[src/hdl/cbm_cfg.svh]
// Constants for the code bank mapper: addresses, fields, reset values and sizes.
`ifndef CBM_CFG_SVH
`define CBM_CFG_SVH

`define CBM_CODE_AW          16
`define CBM_PHYS_AW          17
`define CBM_BANK_OFS_AW      15
`define CBM_UPPER_BIT        15
`define CBM_BANK_W           2
`define CBM_BYTE_W           8
`define CBM_SFR_AW           8

`define CBM_BANK_SELECT_ADDR 8'hB1
`define CBM_STORE_CTRL_ADDR  8'hB2
`define CBM_BANK_SELECT_RST  8'h00
`define CBM_STORE_CTRL_RST   8'h00
`define CBM_BANK_SELECT_MASK 8'h33
`define CBM_STORE_CTRL_MASK  8'h01

`define CBM_CONST_BANK_HI    5
`define CBM_CONST_BANK_LO    4
`define CBM_FETCH_BANK_HI    1
`define CBM_FETCH_BANK_LO    0
`define CBM_STORE_WE_BIT     0

`define CBM_BANK_ZERO        2'h0
`define CBM_RESERVED_BASE    17'h1_FC00
`define CBM_SMALL_TOP_BIT    1'h0

`define CBM_RAM_DEPTH        256
`define CBM_RAM_AW           8

`define CBM_ZERO_BYTE        8'h00
`define CBM_ZERO_CODE        16'h0000
`define CBM_ZERO_PHYS        17'h0_0000

`endif

[src/hdl/cbm_pkg.sv]
// Types shared by the code bank mapper files.
`include "cbm_cfg.svh"
package cbm_pkg;
  typedef logic [`CBM_BANK_W-1:0] cbm_bank_t;
  typedef logic [`CBM_PHYS_AW-1:0] cbm_phys_t;
  typedef enum logic [1:0] {
    CBM_KIND_NONE     = 2'h0,
    CBM_KIND_FETCH    = 2'h1,
    CBM_KIND_CONST_RD = 2'h2,
    CBM_KIND_FLASH_WR = 2'h3
  } cbm_kind_t;
endpackage : cbm_pkg

[src/hdl/cbm_data_ram.sv]
// Internal data memory of 256 bytes with registered read data.
`timescale 1ns/1ps
`default_nettype none
`include "cbm_cfg.svh"
module cbm_data_ram (
  input  wire logic                     i_sys_clk,
  input  wire logic                     i_req,
  input  wire logic                     i_we,
  input  wire logic [`CBM_RAM_AW-1:0]   i_addr,
  input  wire logic [`CBM_BYTE_W-1:0]   i_wdata,
  output var  logic [`CBM_BYTE_W-1:0]   o_rdata
);
  logic [`CBM_BYTE_W-1:0] mem [0:`CBM_RAM_DEPTH-1];

  always_ff @(posedge i_sys_clk) begin
    if (i_req && i_we) begin
      mem[i_addr] <= i_wdata;
    end
  end

  // Read returns the old byte on a same-cycle write, like a plain synchronous RAM.
  always_ff @(posedge i_sys_clk) begin
    if (i_req) begin
      o_rdata <= mem[i_addr];
    end
  end
endmodule : cbm_data_ram
`default_nettype wire

[src/hdl/cbm_bank_regs.sv]
// Bank select and program store control registers on the special function bus.
`timescale 1ns/1ps
`default_nettype none
`include "cbm_cfg.svh"
module cbm_bank_regs
  import cbm_pkg::*;
(
  input  wire logic                     i_sys_clk,
  input  wire logic                     i_rst,
  input  wire logic                     i_sfr_rd,
  input  wire logic                     i_sfr_wr,
  input  wire logic [`CBM_SFR_AW-1:0]   i_sfr_addr,
  input  wire logic [`CBM_BYTE_W-1:0]   i_sfr_wdata,
  output var  logic [`CBM_BYTE_W-1:0]   o_sfr_rdata,
  output var  logic                     o_sfr_ack,
  output var  cbm_pkg::cbm_bank_t       o_fetch_bank,
  output var  cbm_pkg::cbm_bank_t       o_const_bank,
  output var  logic                     o_store_we
);
  import cbm_pkg::*;
  logic [`CBM_BYTE_W-1:0] bank_select;
  logic [`CBM_BYTE_W-1:0] store_control;
  logic                   hit_bank;
  logic                   hit_ctrl;

  assign hit_bank = (i_sfr_addr == `CBM_BANK_SELECT_ADDR);
  assign hit_ctrl = (i_sfr_addr == `CBM_STORE_CTRL_ADDR);

  always_ff @(posedge i_sys_clk or posedge i_rst) begin
    if (i_rst) begin
      bank_select <= `CBM_BANK_SELECT_RST;
    end else if (i_sfr_wr && hit_bank) begin
      bank_select <= i_sfr_wdata & `CBM_BANK_SELECT_MASK;
    end
  end

  always_ff @(posedge i_sys_clk or posedge i_rst) begin
    if (i_rst) begin
      store_control <= `CBM_STORE_CTRL_RST;
    end else if (i_sfr_wr && hit_ctrl) begin
      store_control <= i_sfr_wdata & `CBM_STORE_CTRL_MASK;
    end
  end

  always_ff @(posedge i_sys_clk or posedge i_rst) begin
    if (i_rst) begin
      o_sfr_rdata <= `CBM_ZERO_BYTE;
      o_sfr_ack   <= 1'b0;
    end else begin
      o_sfr_ack <= (i_sfr_rd || i_sfr_wr) && (hit_bank || hit_ctrl);
      if (i_sfr_rd && hit_bank) begin
        o_sfr_rdata <= bank_select;
      end else if (i_sfr_rd && hit_ctrl) begin
        o_sfr_rdata <= store_control;
      end else begin
        o_sfr_rdata <= `CBM_ZERO_BYTE;
      end
    end
  end

  assign o_const_bank = bank_select[`CBM_CONST_BANK_HI:`CBM_CONST_BANK_LO];
  assign o_fetch_bank = bank_select[`CBM_FETCH_BANK_HI:`CBM_FETCH_BANK_LO];
  assign o_store_we   = store_control[`CBM_STORE_WE_BIT];
endmodule : cbm_bank_regs
`default_nettype wire

[src/hdl/cbm_mapper.sv]
// Top of the code bank mapper: address translation for fetch, constant and move paths.
`timescale 1ns/1ps
`default_nettype none
`include "cbm_cfg.svh"

// What this block does
// - Four 32 kB banks behind 16-bit space.
// - Lower half always maps bank zero.
// - One upper bank fills the upper half.
// - Upper fetches use the fetch bank.
// - Upper constant access uses constant bank field.
// - Bank code zero mirrors the lower half.
// - Fetch bank held in bits one-zero.
// - Top 1024 bytes of bank three reserved.
// - Small variant: flat 64 kB, no banking.
// - Write enable steers move writes to flash.
// - Program and data spaces kept separate.
// - 256 bytes internal data memory.
module cbm_mapper
  import cbm_pkg::*;
(
  input  wire logic                     i_sys_clk,
  input  wire logic                     i_rst,
  input  wire logic                     i_small_variant,
  input  wire logic                     i_sfr_rd,
  input  wire logic                     i_sfr_wr,
  input  wire logic [`CBM_SFR_AW-1:0]   i_sfr_addr,
  input  wire logic [`CBM_BYTE_W-1:0]   i_sfr_wdata,
  output var  logic [`CBM_BYTE_W-1:0]   o_sfr_rdata,
  output var  logic                     o_sfr_ack,
  input  wire logic                     i_fetch_req,
  input  wire logic [`CBM_CODE_AW-1:0]  i_fetch_addr,
  output var  logic                     o_fetch_valid,
  output var  cbm_pkg::cbm_phys_t       o_fetch_phys,
  input  wire logic                     i_code_rd_req,
  input  wire logic [`CBM_CODE_AW-1:0]  i_code_rd_addr,
  input  wire logic                     i_xmove_req,
  input  wire logic                     i_xmove_we,
  input  wire logic [`CBM_CODE_AW-1:0]  i_xmove_addr,
  input  wire logic [`CBM_BYTE_W-1:0]   i_xmove_wdata,
  output var  logic                     o_const_valid,
  output var  logic                     o_const_we,
  output var  cbm_pkg::cbm_phys_t       o_const_phys,
  output var  logic [`CBM_BYTE_W-1:0]   o_const_wdata,
  output var  logic                     o_xdata_valid,
  output var  logic                     o_xdata_we,
  output var  logic [`CBM_CODE_AW-1:0]  o_xdata_addr,
  output var  logic [`CBM_BYTE_W-1:0]   o_xdata_wdata,
  output var  logic                     o_reserved_hit,
  output var  cbm_pkg::cbm_kind_t       o_last_kind,
  input  wire logic                     i_idata_req,
  input  wire logic                     i_idata_we,
  input  wire logic [`CBM_RAM_AW-1:0]   i_idata_addr,
  input  wire logic [`CBM_BYTE_W-1:0]   i_idata_wdata,
  output var  logic [`CBM_BYTE_W-1:0]   o_idata_rdata,
  output var  logic                     o_idata_valid
);
  import cbm_pkg::*;

  // Bank fields, strap stages and the next values of the output registers.
  cbm_bank_t              fetch_bank;
  cbm_bank_t              const_bank;
  logic                   store_we;
  logic                   small_meta;
  logic                   small_sync;
  cbm_phys_t              next_fetch_phys;
  cbm_phys_t              next_const_phys;
  logic [`CBM_CODE_AW-1:0] const_addr;
  logic                   move_to_flash;
  logic                   const_go;
  logic                   next_reserved;
  cbm_kind_t              next_last_kind;

  // Register bank: bank select and program store control.
  cbm_bank_regs u_bank_regs (
    .i_sys_clk   (i_sys_clk),
    .i_rst       (i_rst),
    .i_sfr_rd    (i_sfr_rd),
    .i_sfr_wr    (i_sfr_wr),
    .i_sfr_addr  (i_sfr_addr),
    .i_sfr_wdata (i_sfr_wdata),
    .o_sfr_rdata (o_sfr_rdata),
    .o_sfr_ack   (o_sfr_ack),
    .o_fetch_bank(fetch_bank),
    .o_const_bank(const_bank),
    .o_store_we  (store_we)
  );

  // The variant strap is a pin, so it passes two flip-flops before use.
  always_ff @(posedge i_sys_clk or posedge i_rst) begin
    if (i_rst) begin
      small_meta <= 1'b0;
    end else begin
      small_meta <= i_small_variant;
    end
  end

  // Only this second stage is read, so a metastable first stage never leaks out.
  always_ff @(posedge i_sys_clk or posedge i_rst) begin
    if (i_rst) begin
      small_sync <= 1'b0;
    end else begin
      small_sync <= small_meta;
    end
  end

  // Code address to physical flash address for a given upper bank.
  function automatic cbm_phys_t cbm_translate(
    input logic [`CBM_CODE_AW-1:0] addr,
    input cbm_bank_t               bank,
    input logic                    is_small
  );
    cbm_phys_t phys;
    phys = `CBM_ZERO_PHYS;
    if (is_small) begin
      // The small part has no bank bits, so the top address bit is tied low.
      // Flat small variant.
      phys = {`CBM_SMALL_TOP_BIT, addr};
    end else if (addr[`CBM_UPPER_BIT]) begin
      phys = {bank, addr[`CBM_BANK_OFS_AW-1:0]};
    end else begin
      phys = {`CBM_BANK_ZERO, addr[`CBM_BANK_OFS_AW-1:0]};
    end
    return phys;
  endfunction : cbm_translate

  // Two bank bits over a 15-bit offset.
  assign next_fetch_phys = cbm_translate(i_fetch_addr, fetch_bank, small_sync);

  // A move read never goes to flash, whatever the enable says.
  // Writes go to flash only while enabled.
  assign move_to_flash = i_xmove_req && i_xmove_we && store_we;

  // A flash write wins over a code read issued in the same cycle; the core never does both.
  always_comb begin
    const_addr = i_code_rd_addr;
    const_go   = i_code_rd_req;
    // Code reads keep their own address unless a flash write takes the path.
    if (move_to_flash) begin
      const_addr = i_xmove_addr;
      const_go   = 1'b1;
    end
  end

  // Constant path uses its own bank.
  assign next_const_phys = cbm_translate(const_addr, const_bank, small_sync);

  always_comb begin
    // Only the constant path is checked against the top of bank three; fetches there are not flagged.
    next_reserved = 1'b0;
    if (!small_sync && const_go) begin
      next_reserved = (next_const_phys >= `CBM_RESERVED_BASE);
    end
  end

  always_ff @(posedge i_sys_clk or posedge i_rst) begin
    if (i_rst) begin
      o_fetch_valid <= 1'b0;
    end else begin
      o_fetch_valid <= i_fetch_req;
    end
  end

  // The translated address holds between fetches, so the core may read it late.
  always_ff @(posedge i_sys_clk or posedge i_rst) begin
    if (i_rst) begin
      o_fetch_phys <= `CBM_ZERO_PHYS;
    end else if (i_fetch_req) begin
      o_fetch_phys <= next_fetch_phys;
    end
  end

  always_ff @(posedge i_sys_clk or posedge i_rst) begin
    if (i_rst) begin
      o_const_valid <= 1'b0;
    end else begin
      o_const_valid <= const_go && !(move_to_flash && next_reserved);
    end
  end

  always_ff @(posedge i_sys_clk or posedge i_rst) begin
    if (i_rst) begin
      o_const_we <= 1'b0;
    end else begin
      o_const_we <= move_to_flash && !next_reserved;
    end
  end

  always_ff @(posedge i_sys_clk or posedge i_rst) begin
    if (i_rst) begin
      o_const_phys <= `CBM_ZERO_PHYS;
    end else if (const_go) begin
      o_const_phys <= next_const_phys;
    end
  end

  // Write data holds after the strobe so the flash side may latch it late.
  always_ff @(posedge i_sys_clk or posedge i_rst) begin
    if (i_rst) begin
      o_const_wdata <= `CBM_ZERO_BYTE;
    end else if (move_to_flash) begin
      o_const_wdata <= i_xmove_wdata;
    end
  end

  always_ff @(posedge i_sys_clk or posedge i_rst) begin
    if (i_rst) begin
      o_xdata_valid <= 1'b0;
    end else begin
      o_xdata_valid <= i_xmove_req && !move_to_flash;
    end
  end

  // Flash writes leave data memory alone.
  always_ff @(posedge i_sys_clk or posedge i_rst) begin
    if (i_rst) begin
      o_xdata_we <= 1'b0;
    end else begin
      o_xdata_we <= i_xmove_req && i_xmove_we && !store_we;
    end
  end

  // Address and data hold from the last data move.
  always_ff @(posedge i_sys_clk or posedge i_rst) begin
    if (i_rst) begin
      o_xdata_addr <= `CBM_ZERO_CODE;
    end else if (i_xmove_req && !move_to_flash) begin
      o_xdata_addr <= i_xmove_addr;
    end
  end

  // Write data follows the same hold rule as the address.
  always_ff @(posedge i_sys_clk or posedge i_rst) begin
    if (i_rst) begin
      o_xdata_wdata <= `CBM_ZERO_BYTE;
    end else if (i_xmove_req && !move_to_flash) begin
      o_xdata_wdata <= i_xmove_wdata;
    end
  end

  always_ff @(posedge i_sys_clk or posedge i_rst) begin
    if (i_rst) begin
      o_reserved_hit <= 1'b0;
    end else begin
      o_reserved_hit <= next_reserved;
    end
  end

  // Software visibility of which path last touched program memory.
  always_comb begin
    next_last_kind = o_last_kind;
    if (move_to_flash) begin
      next_last_kind = CBM_KIND_FLASH_WR;
    end else if (i_code_rd_req) begin
      next_last_kind = CBM_KIND_CONST_RD;
    end else if (i_fetch_req) begin
      next_last_kind = CBM_KIND_FETCH;
    end
  end

  // Flash writes outrank code reads, which outrank fetches.
  always_ff @(posedge i_sys_clk or posedge i_rst) begin
    if (i_rst) begin
      o_last_kind <= CBM_KIND_NONE;
    end else begin
      o_last_kind <= next_last_kind;
    end
  end

  cbm_data_ram u_data_ram (
    .i_sys_clk(i_sys_clk),
    .i_req    (i_idata_req),
    .i_we     (i_idata_we),
    .i_addr   (i_idata_addr),
    .i_wdata  (i_idata_wdata),
    .o_rdata  (o_idata_rdata)
  );

  // Reads are answered one cycle later, from the memory's own output register.
  // Read answer strobe.
  always_ff @(posedge i_sys_clk or posedge i_rst) begin
    if (i_rst) begin
      o_idata_valid <= 1'b0;
    end else begin
      o_idata_valid <= i_idata_req && !i_idata_we;
    end
  end
endmodule : cbm_mapper
`default_nettype wire

[config.mk]
export PLATFORM = sky130hd
export DESIGN_NAME = cbm_mapper
export DESIGN_NICKNAME = d
export VERILOG_FILES = /design/src/hdl/cbm_pkg.sv /design/src/hdl/cbm_data_ram.sv /design/src/hdl/cbm_bank_regs.sv /design/src/hdl/cbm_mapper.sv
export VERILOG_INCLUDE_DIRS = /design/src /design/src/hdl
export SDC_FILE = /design/constraint.sdc
export NUM_CORES = 2
export LEC_CHECK = 0
export BUFFER_PORTS_ARGS = -buffer_cell sky130_fd_sc_hd__buf_2
export CAP_MARGIN = 20
export CORE_AREA = 2 2 525 319
export DETAILED_ROUTE_END_ITERATION = 10
export DIE_AREA = 0 0 527 321
export GPL_ROUTABILITY_DRIVEN = 0
export PLACE_DENSITY = 0.73
export SLEW_MARGIN = 20
export SYNTH_ARGS = -nofsm -noshare
export SYNTH_HDL_FRONTEND = slang
export SYNTH_SLANG_ARGS = --single-unit
[constraint.sdc]
create_clock -name i_sys_clk -period 2.75 [get_ports i_sys_clk]
set_input_delay 0.275 -clock i_sys_clk [delete_from_list [all_inputs] [get_ports i_sys_clk]]
set_output_delay 0.275 -clock i_sys_clk [all_outputs]
set_load 0.005 [all_outputs]
# [After elaboration in Yosys (flattened, before gate mapping)]
# Memory sizes are Yosys's and may differ from the RTL's. A register that Yosys moved wholly into a read port is not among the register bits.
# Cells that the tools add are included.
[word_totals] register_bits=91 mem_bits_rw=2048 in_bits=99 output_inout_bits=92 elab_cells=61 memories=1
[op_classes] magnitude_cmp=1 n_eq_ne=2 mux=14 reduce_logical=24
[memory_table] memory="u_data_ram.mem" words=256 word_bits=8 rd=1 rd_ports_with_merged_regs=1 write_ports=1 line="cbm_data_ram.sv:13" text="logic [`CBM_BYTE_W-1:0] mem [0:`CBM_RAM_DEPTH-1];"
[op_table] operator="$mux 17" count=4
[op_table] operator="$ge 17x17->1 const B" count=1
[op_table] operator="$eq 8x8->1 const B" count=2
[op_table] operator="$mux 16" count=1
[op_table] operator="$logic_and 1x1->1" count=15
[op_table] operator="$mux 8" count=1
[op_table] operator="$logic_not 1->1" count=6
[op_table] operator="$mux 2" count=3
[op_table] operator="$mux 1" count=5
[op_table] operator="$reduce_bool 3->1" count=1
[op_table] operator="$logic_or 1x1->1" count=2

# [Depth between registers and ports, before layout]
[depth] word_depth=10 depth_mapped=8 mapped_depth_nobuf=5

# [Modules after synthesis]
# From an unflattened synthesis, not the netlist that was laid out.
[hier_totals] hier_cells=3794 hier_area_um2=81871.0
[by_module_without_submodules] module="cbm_data_ram" n_inst=1 cells_each=3525 area_each_um2=78363.9 seq_area_each_um2=61739.2
[by_module_without_submodules] module="cbm_mapper" n_inst=1 cells_each=235 area_each_um2=3035.4 seq_area_each_um2=1926.8
[by_module_without_submodules] module="cbm_bank_regs" n_inst=1 cells_each=34 area_each_um2=471.7 seq_area_each_um2=250.2

# [Worst setup path after synthesis]
# No wires, ideal clock.
[synth_timing] path_kind="input -> register" start="in i_idata_addr[0]" end="mem u_data_ram.mem[103][0] (netlist name) (enable)" setup_time_ns=0.370 t_arrival_ns=2.062 required_time_ns=2.380 slack_ns=0.318 cell_stages=8 n_path_buf=4 cell_sequence="buf_2 > buf_2 > buf_2 > nand3_1 > nor2_1 > nand2_1 > clkbuf_1 > nor2_1"
[synth_rtl] element="start: declaration" line="cbm_mapper.sv:53" text="input wire logic [`CBM_RAM_AW-1:0] i_idata_addr,"
[synth_rtl] element="end: declaration" line="cbm_data_ram.sv:13"
# Straight into the memory's write port.

==> flow_metrics.py <==
metrics = {
    "critical_path": {
        "critical_path_peak_fanout": 1,
        "r2r_setup_slack_ns": 0.007,
        "timing.reg2reg.worst_path_depth": 6,
        "worstPathArrival_ns": 3.32,
        "timing_worst_setup_path_type": "reg -> reg",
        "setup.worst_path.start_class": "flip-flop",
        "cp_num_cells": 6,
        "crit_start": "u_data_ram.mem[187][4]",
        "path_cells": "mux4_2, a22oi_1, a21oi_1, o41ai_1, buf_4, nand4_1",
        "critical_path.slowest_cell": "o41ai_1",
        "critPathMaxStageDelay_ns": 0.64,
        "critical_path.n_buffers_inverters": 1,
        "critical_path_capture_point_type": "flip-flop",
        "origin_of_the_critical_flop_to_flop_path": "u_data_ram.mem[187][4]",
        "critical-path-top-delay-family": "compound AO/OA/AOI/OAI gates",
        "critPathRequiredTime_ns": 3.33,
    },
    "clock_network": {
        "cts_num_sinks": 2143,
        "cts_inserted_buffers": 195,
        "cts-root-buf": "clkbuf_16",
        "clkSlewWorstSetupHoldPaths_ns": 0.06,
        "cts_tree": "yes",
        "clockBufferDepth": 4,
        "clk-insertion-delay-late_ns": 0.86,
        "cts.htree.levels": 4,
    },
    "logic_synthesis": {
        "yosys.cell_types.count": 33,
        "number_of_flops_mapped_to_enable_cells_by_yosys": 2056,
        "cell_count_after_synthesis": 3796,
        "synth_top_area_share": 0.755,
        "yosysWarnings": 0,
        "synthDominantAreaCellType": "edfxtp_1",
        "synth_most_common_cell": "edfxtp_1",
        "yosysSeqAreaShare": 0.782,
        "ys_top_cells_by_area": "edfxtp_1 76%, mux4_2 14%, dfrtp_1 2.7%, a22oi_1 2.4%, nor2_1 1.2%",
        "dominantRegCellSynth": "edfxtp_1",
        "syn_area_per_cell_sq_um": 21.5,
        "synth_seq_cells": 2143,
        "post_synth_instance_area_sq_um": 81700,
        "synth_top_cells_by_count": "2,056 x edfxtp_1, 512 x mux4_2, 269 x nor2_1, 257 x a22oi_1, 156 x clkbuf_1",
        "ffs_w_async_s_r_synth": 0.0406,
    },
    "flow_run": {
        "drv.max_cap_violation_count": 0,
    },
    "timing": {
        "finalHoldViolations": 0,
        "fmaxAchievable_mhz": 365,
        "rsz0062_at_grt": "no",
        "final.setup_skew_ns": 0.0639,
        "finalCritPeriodShare": 0.998,
        "timing_worst_slew_pin_value_ns": 0.962,
        "max_slew_headroom": 0.359,
        "final.hold.worst_slack_ns": 0.0497,
        "finalMaxSlewViolations": 0,
        "setup_viol": 0,
        "period_minus_slack_ns": 2.74,
    },
    "detailed_routing": {
        "firstDrtPassIters": 6,
        "wire_per_inst_microns": 29.3,
        "dr.first_iter.drc_count": 6731,
        "detail_route.wirelength_mm": 205,
        "via_count": 43400,
        "route.detailed.drc": 0,
        "final_antenna_net_count": 0,
        "route.detailed.vias_per_inst": 6.20,
    },
    "global_routing": {
        "antenna_found_initial": 7,
        "global_router_s_overall_resource_usage": 0.242,
        "grt_max_degree": 114,
        "first_global_vias": 43200,
        "wire_length_of_the_first_global_routing_pass_mm": 298,
        "globalRouteOverflowTotal": 0,
    },
    "finish": {
        "area.sequential_sq_um": 63900,
        "fin_util": 0.590,
        "final_layout_size_suffix_gt1_frac": 0.344,
        "area.growth.synth_to_final_pct": 19.0,
        "fillCellCount": 11400,
        "multiInputGateArea_sq_um": 16900,
        "final_nets": 4751,
    },
    "floorplanning": {
        "num_ports": 191,
        "die_height_microns": 321,
        "core.rowCount": 116,
        "placeableCoreArea_sq_um": 165000,
        "die_x_microns": 527,
        "fp.dieArea_sq_um": 169000,
        "initial_utilization": 0.496,
    },
    "run_status": {
        "status": "finished clean",
    },
    "power_and_ir_drop": {
        "p_leak_nw": 31.9,
        "cellPowerDensity_nw_per_um2": 683,
        "vdd_ir_drop_max_mv": 0.639,
    },
    "placed_design": {
        "port-buffer-count": 182,
        "dpl.hpwl_mm": 130,
    },
    "min_path": {
        "timing.hold.worst.class": "in -> async",
    },
}
==> worst reg2reg max path, delay by kind of cell, from the launching register on <==
| kind | cells | cell delay (ns) |
|---|---|---|
| multiplexers | 1 | 0.53 |
| AND/OR/NAND/NOR | 1 | 0.07 |
| flip-flops | 1 | 0.39 |
| AO/OA/AOI/OAI | 3 | 1.29 |
| buffers and inverters | 1 | 0.24 |
==> per-stage QoR <==
step | cells | cell area [sq um] | setup TNS [ns] | worst slack [ns] | power [mW]
after floorplan | 3799 | 81700 | 0 | 0.225 | 38.3
after global placement | 6539 | 90100 | -5.99 | -0.819 | 40.1
after detailed placement | 6539 | 90100 | -12.60 | -0.824 | 40.2
after CTS | 6987 | 97200 | 0 | 0.0492 | 66.8
after global routing | 6988 | 97300 | 0 | 0.00886 | 68.3
final | 6988 | 97300 | 0 | 0.00676 | 66.5
==> sequential cells by signal, indices dropped and copies added (netlist names) <==
register and cells:
u_bank_regs.o_sfr_ack 1, small_sync 1, small_meta 1, o_const_wdata 8
o_xdata_valid 1, u_bank_regs.bank_select 4, o_xdata_we 1, u_bank_regs.store_control 1
o_const_we 1, o_idata_valid 1, u_data_ram.mem 2048, o_const_valid 1
o_fetch_phys 17, u_bank_regs.o_sfr_rdata 4, o_last_kind 2, o_const_phys 17
o_xdata_wdata 8, u_data_ram.o_rdata 8, o_xdata_addr 16, o_reserved_hit 1
o_fetch_valid 1
==> area by class of cell <==
| class | count | share of cell area |
|---|---|---|
| antenna | 1 | 0.0000257 |
| clock buffer | 239 | 0.0521 |
| clock inverter | 110 | 0.0113 |
| inverter | 9 | 0.000360 |
| multi-input combinational | 1406 | 0.174 |
| sequential | 2143 | 0.657 |
| tap | 2183 | 0.0281 |
| timing repair buffer | 897 | 0.0773 |
==> final timing paths <==
kind | end
min in group i_sys_clk | u_data_ram.mem[244][1]
worst max-delay path | u_data_ram.o_rdata[4]
worst min-delay path | o_fetch_phys[8]
worst min register to register | small_sync
worst max register to register | u_data_ram.o_rdata[4]
max in group asynchronous | o_xdata_addr[6]
==> power by group <==
| part | switching, mW | internal, mW | total [mW] |
|---|---|---|---|
| Sequential | 0.0766 | 35.9 | 36.0 |
| Clock | 11.8 | 14.9 | 26.8 |
| Combinational | 2.15 | 1.56 | 3.71 |
==> kinds of logic after synthesis <==
logic type             synth area share
AO/OA/AOI/OAI                    0.0368
buffers and inverters            0.0132
multiplexers                      0.149
AND/OR/NAND/NOR                  0.0189
flip-flops                        0.782
other                         0.0000459
==> routing by layer <==
layer  share of wire  track usage  vias up
met2            0.45        0.353     2687
met1            0.40        0.362    22700
met4           0.021       0.0547        2
li1                -            -    17600
met3            0.13       0.0719      320
met5        0.000078            0        -
==> layout by cell type, fill, tap and decap left out, types with 24 or more instances in the layout <==
| master | Yosys | routed |
|---|---|---|
| nor2_1 | 269 | 268 |
| o41ai_1 | 32 | 24 |
| buf_2 | 44 | 172 |
| buf_4 | 16 | 544 |
| a21oi_1 | 129 | 129 |
| dlygate4sd3_1 | 0 | 99 |
| dfrtp_1 | 87 | 87 |
| clkinv_1 | 0 | 39 |
| mux4_2 | 512 | 512 |
| buf_12 | 0 | 72 |
| edfxtp_1 | 2056 | 2056 |
| clkbuf_1 | 156 | 43 |
| mux2_2 | 45 | 45 |
| a22oi_1 | 257 | 257 |
| clkinv_2 | 0 | 27 |
| nand2_1 | 73 | 57 |
| clkbuf_16 | 0 | 196 |
==> repair_timing <==
action	CTS	global route
hold buffers	99	0
hold endpoints to repair	372	0
gates resized for setup	1	2
setup buffers	0	0
endpoints found under the setup margin	1	2
Power figures use the tool's default switching activity.
